$ cat src/inc/gpio_f_pkg.sv
// constants and types for the eight pin analog shared port
`default_nettype none
package gpio_f_pkg;

  // port geometry
  localparam int unsigned PORT_W        = 8;
  localparam int unsigned ANALOG_PINS   = 7;
  localparam int unsigned FIRST_CHANNEL = 5;
  localparam int unsigned CHANNELS      = 12;
  localparam int unsigned SYNC_STAGES   = 3;

  // pin positions of shared functions
  localparam int unsigned COMP_TWO_PIN = 1;
  localparam int unsigned COMP_ONE_PIN = 2;
  localparam int unsigned CMP_LO_PIN   = 3;
  localparam int unsigned CMP_HI_PIN   = 6;
  localparam int unsigned REF_PIN      = 5;
  localparam int unsigned SS_PIN       = 7;

  // register byte offsets
  localparam logic [4:0] DIR_OFF   = 5'h00;
  localparam logic [4:0] PIN_OFF   = 5'h04;
  localparam logic [4:0] LATCH_OFF = 5'h08;
  localparam logic [4:0] CTRL_OFF  = 5'h0C;
  localparam logic [4:0] STAT_OFF  = 5'h10;

  // control word field positions
  localparam int unsigned CTRL_ANALOG_LSB = 0;
  localparam int unsigned CTRL_CMP_ACT    = 8;
  localparam int unsigned CTRL_CMP_OE     = 9;
  localparam int unsigned CTRL_REF_OE     = 10;

  // status word field positions
  localparam int unsigned STAT_CMP_ONE = 0;
  localparam int unsigned STAT_CMP_TWO = 1;
  localparam int unsigned STAT_SS      = 2;

  // control word carrier
  typedef struct packed {
    logic       ref_oe;
    logic       cmp_oe;
    logic       cmp_act;
    logic [6:0] analog_sel;
  } ctrl_s;

  // values after reset
  localparam logic [7:0] DIR_RST    = 8'hFF;
  localparam logic [7:0] LATCH_RST  = 8'h00;
  localparam logic [6:0] ANALOG_RST = 7'h7F;
  localparam ctrl_s      CTRL_RST   = '{ref_oe: 1'b0, cmp_oe: 1'b0,
                                        cmp_act: 1'b0,
                                        analog_sel: ANALOG_RST};

endpackage : gpio_f_pkg
`default_nettype wire

$ cat src/core/gpio_f_port.sv
// eight pin port shared with converter, comparators and serial select
`default_nettype none

// Summary of operation
// A direction bit of 1 turns the pin driver off so the pin is an input.
// A direction bit of 0 drives the pin from its latch bit unless an alternate function owns it.
// Reading the latch register returns the stored latch, not the pin level.
// Reading the pin register returns sampled pins, writing it loads the latch.
// The port is eight bits wide with a separate direction bit per pin.
// With outputs enabled and direction 0, comparator two drives pin 1 and comparator one drives pin 2.
// On pins 0 to 6 an analog selection blocks the digital input but not the output.
// After reset pins 0 to 6 are analog inputs and read back as zero.
// Pins 0 to 6 are converter channels 5 to 11 and pins 3 to 6 feed the comparators.
// An enabled reference output on pin 5 blocks both its digital input and output.
// Pin 7 has no analog use and, as an input, feeds the serial slave select and the read.
// Pins 3 to 6 read no digital input while the comparators are active.
// Software should clear the latch, turn comparators and analog off, then set directions.
// Pin levels pass a synchroniser before they reach the pin register.
module gpio_f_port #(
  parameter int unsigned ADDR_W = 8
) (
  // clock and reset
  input  wire logic                    clk_i,
  input  wire logic                    rst_i,
  // wishbone slave
  input  wire logic                    wb_cyc_i,
  input  wire logic                    wb_stb_i,
  input  wire logic                    wb_we_i,
  input  wire logic [ADDR_W-1:0]       wb_adr_i,
  input  wire logic [3:0]              wb_sel_i,
  input  wire logic [31:0]             wb_dat_i,
  output logic      [31:0]             wb_dat_o,
  output logic                         wb_ack_o,
  // port pins
  input  wire logic [7:0]              pin_i,
  output logic      [7:0]              pin_o,
  output logic      [7:0]              pin_oe_n_o,
  // comparator outputs from the comparator block
  input  wire logic                    comparator_one_output_i,
  input  wire logic                    comparator_two_output_i,
  // shared function controls
  output logic [11:0]                  converter_channel_enable_o,
  output logic [3:0]                   comparator_input_enable_o,
  output logic                         comparator_reference_output_o,
  output logic                         slave_select_o
);

  // elaboration check
  if (ADDR_W < 5)
  begin : g_bad_addr_w
    $error("gpio_f_port: ADDR_W must be at least 5");
  end

  // register state
  logic [7:0]            dir_q;
  logic [7:0]            dir_d;
  logic [7:0]            latch_q;
  logic [7:0]            latch_d;
  gpio_f_pkg::ctrl_s     ctrl_q;
  gpio_f_pkg::ctrl_s     ctrl_d;
  logic                  ack_q;
  logic [31:0]           dat_q;

  // synchroniser state
  logic [7:0]            sync1_q;
  logic [7:0]            sync2_q;
  logic [7:0]            sync3_q;
  logic [7:0]            level_q;
  logic [7:0]            level_d;

  // output flops
  logic [7:0]            pin_out_q;
  logic [7:0]            pin_oe_n_q;
  logic [11:0]           chan_en_q;
  logic [3:0]            cmp_in_q;
  logic                  ref_q;
  logic                  ss_q;

  // per pin combinational results
  logic [7:0]            dig_in_en;
  logic [7:0]            drive_en;
  logic [7:0]            pin_out_d;
  logic [7:0]            analog_pin;
  logic [7:0]            pin_read;

  // bus decode
  wire                   req      = wb_cyc_i & wb_stb_i & ~ack_q;
  wire                   wr       = req & wb_we_i;
  wire [4:0]             word_adr = {wb_adr_i[4:2], 2'b00};
  wire                   hit_dir  = (word_adr == gpio_f_pkg::DIR_OFF);
  wire                   hit_pin  = (word_adr == gpio_f_pkg::PIN_OFF);
  wire                   hit_lat  = (word_adr == gpio_f_pkg::LATCH_OFF);
  wire                   hit_ctl  = (word_adr == gpio_f_pkg::CTRL_OFF);
  wire                   hit_sta  = (word_adr == gpio_f_pkg::STAT_OFF);
  wire                   hi_ok    = (wb_adr_i[ADDR_W-1:5] == '0);
  wire                   lane0    = wb_sel_i[0];
  wire                   lane1    = wb_sel_i[1];

  // control word as seen on the bus
  wire [31:0]            ctrl_word = {21'h000000, ctrl_q.ref_oe,
                                      ctrl_q.cmp_oe, ctrl_q.cmp_act,
                                      1'b0, ctrl_q.analog_sel};
  wire [31:0]            stat_word = {29'h00000000, ss_q,
                                      comparator_two_output_i,
                                      comparator_one_output_i};

  // per pin routing
  genvar gi;
  generate
    for (gi = 0; gi < gpio_f_pkg::PORT_W; gi = gi + 1)
    begin : g_pin
      // analog blocks input
      if (gi < gpio_f_pkg::ANALOG_PINS)
      begin : g_ana
        assign analog_pin[gi] = ctrl_q.analog_sel[gi];
      end
      else
      begin : g_dig
        // no analog use
        assign analog_pin[gi] = 1'b0;
      end

      // reference takes pin
      wire ref_here = (gi == gpio_f_pkg::REF_PIN) && ctrl_q.ref_oe;
      // comparators hold pins
      wire cmp_here = (gi >= gpio_f_pkg::CMP_LO_PIN) &&
                      (gi <= gpio_f_pkg::CMP_HI_PIN) && ctrl_q.cmp_act;

      assign dig_in_en[gi] = ~analog_pin[gi] & ~ref_here & ~cmp_here;

      // input when set
      // output when clear
      assign drive_en[gi] = ~dir_q[gi] & ~ref_here;

      // comparator outputs override
      if (gi == gpio_f_pkg::COMP_TWO_PIN)
      begin : g_c2
        assign pin_out_d[gi] = ctrl_q.cmp_oe ? comparator_two_output_i
                                             : latch_q[gi];
      end
      else if (gi == gpio_f_pkg::COMP_ONE_PIN)
      begin : g_c1
        assign pin_out_d[gi] = ctrl_q.cmp_oe ? comparator_one_output_i
                                             : latch_q[gi];
      end
      else
      begin : g_lat
        assign pin_out_d[gi] = latch_q[gi];
      end

      // accept when stages agree
      assign level_d[gi] = (sync2_q[gi] == sync3_q[gi]) ? sync3_q[gi]
                                                        : level_q[gi];
    end
  endgenerate

  // pin read path
  // analog pins read zero
  assign pin_read = level_q & dig_in_en;

  // register writes by byte lane
  // independent direction bits
  assign dir_d   = (wr & hit_dir & hi_ok & lane0) ? wb_dat_i[7:0] : dir_q;
  // pin write loads latch
  assign latch_d = (wr & (hit_lat | hit_pin) & hi_ok & lane0)
                   ? wb_dat_i[7:0] : latch_q;

  // control word writes
  always_comb
  begin
    ctrl_d = ctrl_q;
    if (wr & hit_ctl & hi_ok & lane0)
    begin
      ctrl_d.analog_sel = wb_dat_i[gpio_f_pkg::CTRL_ANALOG_LSB +: 7];
    end
    if (wr & hit_ctl & hi_ok & lane1)
    begin
      ctrl_d.cmp_act = wb_dat_i[gpio_f_pkg::CTRL_CMP_ACT];
      ctrl_d.cmp_oe  = wb_dat_i[gpio_f_pkg::CTRL_CMP_OE];
      ctrl_d.ref_oe  = wb_dat_i[gpio_f_pkg::CTRL_REF_OE];
    end
  end

  // read data select, unmapped reads zero
  wire [31:0] rd_word =
    ~hi_ok  ? 32'h00000000 :
    hit_dir ? {24'h000000, dir_q} :
    hit_pin ? {24'h000000, pin_read} :
    // latch reads stored value
    hit_lat ? {24'h000000, latch_q} :
    hit_ctl ? ctrl_word :
    hit_sta ? stat_word : 32'h00000000;

  // channel map for converter
  wire [11:0] chan_en_d = {ctrl_q.analog_sel,
                           {gpio_f_pkg::FIRST_CHANNEL{1'b0}}};

  // register file
  always_ff @(posedge clk_i)
  begin
    if (rst_i)
    begin
      dir_q   <= gpio_f_pkg::DIR_RST;
      latch_q <= gpio_f_pkg::LATCH_RST;
      ctrl_q  <= gpio_f_pkg::CTRL_RST;
    end
    else
    begin
      dir_q   <= dir_d;
      latch_q <= latch_d;
      ctrl_q  <= ctrl_d;
    end
  end

  // bus answer, one cycle after request
  always_ff @(posedge clk_i)
  begin
    if (rst_i)
    begin
      ack_q <= 1'b0;
      dat_q <= 32'h00000000;
    end
    else
    begin
      ack_q <= req;
      dat_q <= req ? rd_word : 32'h00000000;
    end
  end

  // pin synchroniser chain
  always_ff @(posedge clk_i)
  begin
    if (rst_i)
    begin
      sync1_q <= 8'h00;
      sync2_q <= 8'h00;
      sync3_q <= 8'h00;
      level_q <= 8'h00;
    end
    else
    begin
      sync1_q <= pin_i;
      sync2_q <= sync1_q;
      sync3_q <= sync2_q;
      level_q <= level_d;
    end
  end

  // pin drive and shared function outputs
  always_ff @(posedge clk_i)
  begin
    if (rst_i)
    begin
      pin_out_q  <= 8'h00;
      pin_oe_n_q <= 8'hFF;
      chan_en_q  <= 12'h000;
      cmp_in_q   <= 4'h0;
      ref_q      <= 1'b0;
      ss_q       <= 1'b1;
    end
    else
    begin
      pin_out_q  <= pin_out_d;
      pin_oe_n_q <= ~drive_en;
      chan_en_q  <= chan_en_d;
      // comparator input feed
      cmp_in_q   <= {4{ctrl_q.cmp_act}};
      ref_q      <= ctrl_q.ref_oe;
      // slave select from input
      ss_q       <= dir_q[gpio_f_pkg::SS_PIN] ?
                    level_q[gpio_f_pkg::SS_PIN] : 1'b1;
    end
  end

  // outputs straight from flops
  assign wb_ack_o                      = ack_q;
  assign wb_dat_o                      = dat_q;
  assign pin_o                         = pin_out_q;
  assign pin_oe_n_o                    = pin_oe_n_q;
  assign converter_channel_enable_o    = chan_en_q;
  assign comparator_input_enable_o     = cmp_in_q;
  assign comparator_reference_output_o = ref_q;
  assign slave_select_o                = ss_q;

endmodule : gpio_f_port
`default_nettype wire

$ cat config.mk
export PLATFORM = sky130hd
export DESIGN_NAME = gpio_f_port
export DESIGN_NICKNAME = d
export VERILOG_FILES = /design/src/inc/gpio_f_pkg.sv /design/src/core/gpio_f_port.sv
export SDC_FILE = /design/constraint.sdc
export NUM_CORES = 1
export LEC_CHECK = 0
export ABC_AREA = 0
export BUFFER_PORTS_ARGS = -buffer_cell sky130_fd_sc_hd__buf_2
export CAP_MARGIN = 10
export CORE_MARGIN = 4
export CORE_UTILIZATION = 30
export DETAILED_ROUTE_END_ITERATION = 16
export GPL_ROUTABILITY_DRIVEN = 0
export SLEW_MARGIN = 20
export SYNTH_ARGS = -nofsm -noshare
export SYNTH_HDL_FRONTEND = slang
export SYNTH_SLANG_ARGS = --single-unit
$ cat constraint.sdc
create_clock -name clk_i -period 1.9 [get_ports clk_i]
set_input_delay 0.285 -clock clk_i [delete_from_list [all_inputs] [get_ports clk_i]]
set_output_delay 0.285 -clock clk_i [all_outputs]
set_load 0.02 [all_outputs]
==> results.md, run 1 <==
- RSZ-0062 raised after global routing: no
- Met3 GRT Util: 4.40%
- Met1 GRT Util: 13.5%
- Final ANT Viol Nets: 0
- Final core occ: 36.8%
- PostCTS Resize Cnt: 0
- # IOs: 126
- Area grow syn2layout: 19.9%
- Power Density: 933 nW/um2
- Part of the power in the clock network: 41.6%
- Synth Cell Area: 3520 um2
- Worst VDD drop: 509 uV
- Worst setup margin: 0.202 ns
- Global route hottest layer: met2
- Commonest non-fill, non-tap cell in the layout: dfxtp_1
- Reg power frac: 52.2%
- Clk sinks: 96
- Clk_lat worst skew: 0.33 ns
- Pin count of the biggest net entering global routing: 65
- GRT Overall Usage: 11.2%
- Switching part of the total: 22.7%
- CP arrival: 1.92 ns
- Most frequent cells in the layout: dfxtp_1, buf_2, nor2b_1, nor2_1, conb_1
- Vias in the first global route: 2461
- Post-Syn Instances: 362
- Cell taking the most area after synthesis: dfxtp_1
- Yosys warns: 0
- DRC: 0
- Diodes inserted: 0
- DR WL/cell: 12.8 um
- P_leak: 1.82 nW
- Post-synth EDFFs: 0
- Die width: 116 um
- Starting Density: 30.7%
- Die height: 116 um
- Placement Rows: 39
- Initial antenna violation count: 1
- Vias: 2544
- DRT iter0 DRCs: 116
- Die area: 13500 um2
- Internal power: 3.05 mW
- Post-synthesis cell type count: 40
- Combinational power share: 6.2%
- Setup WS pre-CTS: 0.189 ns
- Final Critical Period: 1.70 ns
- Slew @ Worst Pin: 0.596 ns
- CP Capture Type: register
- #FFs+latches synth: 96
- Crit path kind: reg2reg
- Layout cells sized above 1: 25.2%
- Critical Path Fanout Max: 7
- Peak Freq: 0.589 GHz
- Hold Path Cell Cnt: 2
- Final setup violation count: 0
- CTS tree: built
- Clk slew on worst S/H paths: 0.06 ns
- Clock Path Buffers: 2
- Num CTS Buffers: 9
- Hold-fix buffers, CTS: 0
- Max-cap violations: 0
- Met2 Use GR: 18.6%
- Setup TNS: 0 ns
- R2R depth: 4
- Req. time, crit path: 2.12 ns
- PortBufs: 74
- Final HPWL DP: 5550 um
- Synth top area share: 54.5%
- Post-CTS setup buffers: 0
- Ranking of synthesized cells by area: dfxtp_1, nor2b_1, buf_4
- Relative slew slack: 60.3%
- Hold Path Class: in2reg
- Synth Flop Type: dfxtp_1
- Number of fill cells: 1186
- Global-route wire length before repair: 11700 um
- Layout Skew: 0.00790 ns
- Vias/cell: 4.36
- Register area share after synthesis: 54.5%
- Status: finished clean
- Post-Route WL: 7490 um
- Nets: 494
- Clock root buffer: clkbuf_16
- Final Hold Fails: 0
- Period utilisation layout: 89.4%
- Async S/R FF share, synth: 0%
- Core area: 11500 um2
- H-Tree Depth: 3
- Pre-antenna DRT Iters: 4
- Startpoint Class: register
- Remaining global-route overflow: 0
- Avg Cell Area, Syn: 9.73 um2
- Final Max Slew Viols: 0
- NetSw: 0.896 mW
-- critical path: stages (launching register included) --
cell and delay, ns:
dfxtp_1 0.31, and4b_1 0.35, nand3_2 0.12, nor3_4 0.41
mux2_2 0.39
-- stage by stage --
stage          instance area, um2  power (mW)  hold WS, ns  instances
6_report                     4220        3.94        0.158        583
5_1_grt                      4220        4.11        0.160        583
4_1_cts                      4220        3.99        0.147        583
3_5_place_dp                 3950        2.35        0.387        567
3_3_place_gp                 3950        2.34        0.383        567
2_1_floorplan                3620        2.30        0.366        387
-- Yosys cell counts, drive strengths merged (2+ instances only) --
library cell / count
dfxtp: 96
nor2b: 42
nor2: 33
buf: 31
o21ai: 23
a21oi: 21
clkbuf: 15
nand2: 13
nand2b: 12
inv: 11
mux2i: 11
nor3: 11
mux2: 6
and2: 4
a221o: 3
nand4: 3
o311ai: 3
a22oi: 2
nand3: 2
nand3b: 2
o211a: 2
o22ai: 2
-- metal layers --
| layer | vias up | wire length [um] |
|---|---|---|
| li1 | 1291 | - |
| met2 | 81 | 3580 |
| met5 | - | 7 |
| met4 | 2 | 79 |
| met3 | 10 | 668 |
| met1 | 1160 | 3150 |
-- power by group through the flow --
stage	combinational [mW]	clock [mW]	sequential [mW]
CTS	0.244	1.69	2.06
floorplan	0.190	0	2.11
global route	0.269	1.78	2.06
detailed placement	0.244	0	2.10
finish	0.244	1.64	2.06
global placement	0.241	0	2.10
-- final timing paths --
check,startpoint,end,slack [ns]
worst max-delay path,wb_ack_o$_SDFF_PP0_,latch_q[5]$_SDFFE_PP0P_,0.20
worst min-delay path,pin_i[0],sync1_q[0]$_SDFF_PP0_,0.16
worst max register to register,wb_ack_o$_SDFF_PP0_,latch_q[5]$_SDFFE_PP0P_,0.20
worst min register to register,dir_q[7]$_SDFFE_PP1P_,slave_select_o$_SDFF_PP1_,0.40
-- layout make-up --
class | instances | area [um2] | share of cell area (%)
Tap cell | 143 | 179 | 4.24
Multi-Input combinational cell | 233 | 1360 | 32.3
Inverter | 12 | 45.0 | 1.07
Timing Repair Buffer | 83 | 438 | 10.4
Clock buffer | 11 | 243 | 5.75
Sequential cell | 96 | 1920 | 45.5
Clock inverter | 5 | 32.5 | 0.770
-- cells by family (layout without fill, tap and decap cells) --
| family | count (synthesis) | after routing | share of synthesized area, % |
|---|---|---|---|
| XOR/XNOR | 1 | 1 | 0.249 |
| flip-flops | 96 | 96 | 54.5 |
| AND/OR/NAND/NOR | 129 | 129 | 20.6 |
| buffers and inverters | 58 | 111 | 9.41 |
| AO/OA/AOI/OAI | 60 | 60 | 10.1 |
| multiplexers | 17 | 17 | 5.04 |
| other | 1 | 26 | 0.106 |
-- registers in the layout, summed over array words and instances, names as in the netlist, 8 cells and up --
register	cells
dir_q	8
latch_q	8
level_q	8
pin_o	8
pin_oe_n_o	8
sync1_q	8
sync2_q	8
sync3_q	8
wb_dat_o	11
No activity file was read; power rests on OpenSTA's default activity.
==> inputs of run 2 (changes only) <==
Settings changed: ABC_AREA 0 to 1.
==> results.md, run 2 <==
- Hold-fix buffers, CTS: 0
- P_leak: 2.15 nW
- Synth Cell Area: 3660 um2
- # placed instances: 668
- Final Hold Fails: 0
- Clock Path Buffers: 2
- Die height: 118 um
- Crit path kind: reg2reg
- Most common cell in the netlist: dfxtp_1
- Placement Rows: 40
- Final setup violation count: 0
- DR WL/cell: 12.1 um
- Design area: 4330 um2
- Cell taking the most area after synthesis: dfxtp_1
- PortBufs: 74
- Status: finished clean
- Placed cell area: 4040 um2
- Layout cells sized above 1: 20.9%
- Final Critical Period: 1.44 ns
- Post-CTS setup buffers: 0
- Post-synthesis cell type count: 26
- Core area: 12000 um2
- Setup TNS: 0 ns
- Area grow syn2layout: 18.2%
- Synth top area share: 52.5%
- Worst setup margin: 0.458 ns
- Post-Syn Instances: 461
- DRT iter0 DRCs: 137
- Die area: 14000 um2
- Nets: 591
- Yosys warns: 0
- RSZ-0062 raised after global routing: no
- Hold Path Cell Cnt: 3
- CTS tree: built
- Die width: 118 um
- Register area share after synthesis: 52.5%
- Num CTS Buffers: 9
- Critical Path Fanout Max: 15
- Startpoint Class: register
- Final Max Slew Viols: 0
- Synth top cells by count: dfxtp_1, nor2_1, inv_1, nand2_1, nand3_1
- Final ANT Viol Nets: 0
- Capturing point of the worst reg2reg path: latch_q[4]$_SDFFE_PP0P_
- DRC: 0
- Post-Route WL: 8280 um
- # IOs: 126
- Remaining global-route overflow: 0
- Largest register FFs: 11
- Layout Skew: 0.00826 ns
- Power Density: 932 nW/um2
- Total power draw: 4.03 mW
- Avg Cell Area, Syn: 7.94 um2
- Starting Density: 30.6%
- R2R depth: 7
- Most frequent cells in the layout: dfxtp_1, nor2_1, buf_2, inv_1, nand2_1
- Vias: 2995
- Initial antenna violation count: 0
- Final HPWL DP: 6390 um
- Final core occ: 36.2%
- Vias/cell: 4.38
- Setup WS pre-CTS: 0.374 ns
- #FFs+latches synth: 96
- Slack of the worst reg-to-reg path: 0.46 ns
- H-Tree Depth: 3
- Post-synth EDFFs: 0
- Reg-to-Reg Start: wb_ack_o$_SDFF_PP0_
- Vias in the first global route: 2818
- Clk sinks: 96
- Hold Path Class: in2reg
- Req. time, crit path: 2.14 ns
- Diodes inserted: 0
- GRT Overall Usage: 11.9%
- Hold WS: 0.143 ns
- Async S/R FF share, synth: 0%
- Synth Flop Type: dfxtp_1
- CP arrival: 1.68 ns
- Commonest non-fill, non-tap cell in the layout: dfxtp_1
- Peak Freq: 0.694 GHz
- Max-cap violations: 0
- Hold_sp: pin_i[7]
- PostCTS Resize Cnt: 0
- Pre-antenna DRT Iters: 4
- Worst VDD drop: 369 uV
- CP Capture Type: register
- Ranking of synthesized cells by area: dfxtp_1, nor2_1, inv_1
- Pin count of the biggest net entering global routing: 34
- Period utilisation layout: 75.9%
- Layout Cells excl Fill: 684
- Global-route wire length before repair: 13200 um
- Clock root buffer: clkbuf_16
- Clk_lat worst skew: 0.34 ns
- WHS Endpoint: sync1_q[7]$_SDFF_PP0_
- Clk slew on worst S/H paths: 0.07 ns
-- run 2: cell types whose count changed after synthesis, moves of 42 or more --
cell / previous run / this run
inv_1: 11 / 66
nor2b_1: 42 / 0
nand2_1: 13 / 59
nor2_1: 33 / 86
nand3_1: 1 / 48
-- run 2: critical path, cell delays in order, from the launching register on --
cell	delay, ns
dfxtp_1	0.31
inv_1	0.10
nand4_4	0.16
nor2_4	0.29
buf_4	0.26
nand3_1	0.09
nand2_1	0.08
nor2_1	0.04
-- run 2: cells by family (layout without fill, tap and decap cells) --
logic type | after synthesis | after routing | synth area share (%)
AND/OR/NAND/NOR | 211 | 211 | 25.9
other | 1 | 26 | 0.102
AO/OA/AOI/OAI | 40 | 40 | 6.05
flip-flops | 96 | 96 | 52.5
buffers and inverters | 113 | 164 | 15.4
-- run 2: report_power, final --
group	leakage (nW)	switching (mW)	internal [mW]	total (mW)
combinational	1.23	0.187	0.0690	0.256
clock	0.139	0.810	0.912	1.72
sequential	0.782	0.0116	2.04	2.06
total	2.15	1.01	3.02	4.03
-- run 2: metal layers --
layer / vias up / global-route usage, % / routed length (um) / part of all wire, %
met5: - / 0 / 0 / 0
met4: 0 / 3.91 / 110 / 1.3
met3: 8 / 4.35 / 640 / 7.7
met2: 97 / 19.6 / 3860 / 47
met1: 1381 / 14.3 / 3670 / 44
li1: 1509 / - / - / -
-- run 2: how the worst max path moves through the flow --
stage | start | end | cells past startpoint
2_1_floorplan | wb_ack_o$_SDFF_PP0_ | latch_q[3]$_SDFFE_PP0P_ | 7
3_3_place_gp | wb_adr_i[6] | latch_q[2]$_SDFFE_PP0P_ | 8
3_5_place_dp | wb_adr_i[6] | latch_q[6]$_SDFFE_PP0P_ | 8
4_1_cts | wb_ack_o$_SDFF_PP0_ | latch_q[6]$_SDFFE_PP0P_ | 7
5_1_grt | wb_ack_o$_SDFF_PP0_ | dir_q[7]$_SDFFE_PP1P_ | 6
6_report | wb_ack_o$_SDFF_PP0_ | latch_q[4]$_SDFFE_PP0P_ | 7
-- run 2: area by class of cell --
cell class,count,area (um2)
clock buffer,9,225
clock inverter,7,62.6
tap,147,184
inverter,70,263
timing repair buffer,78,400
fill,1244,7640
multi-input combinational,277,1270
sequential,96,1920
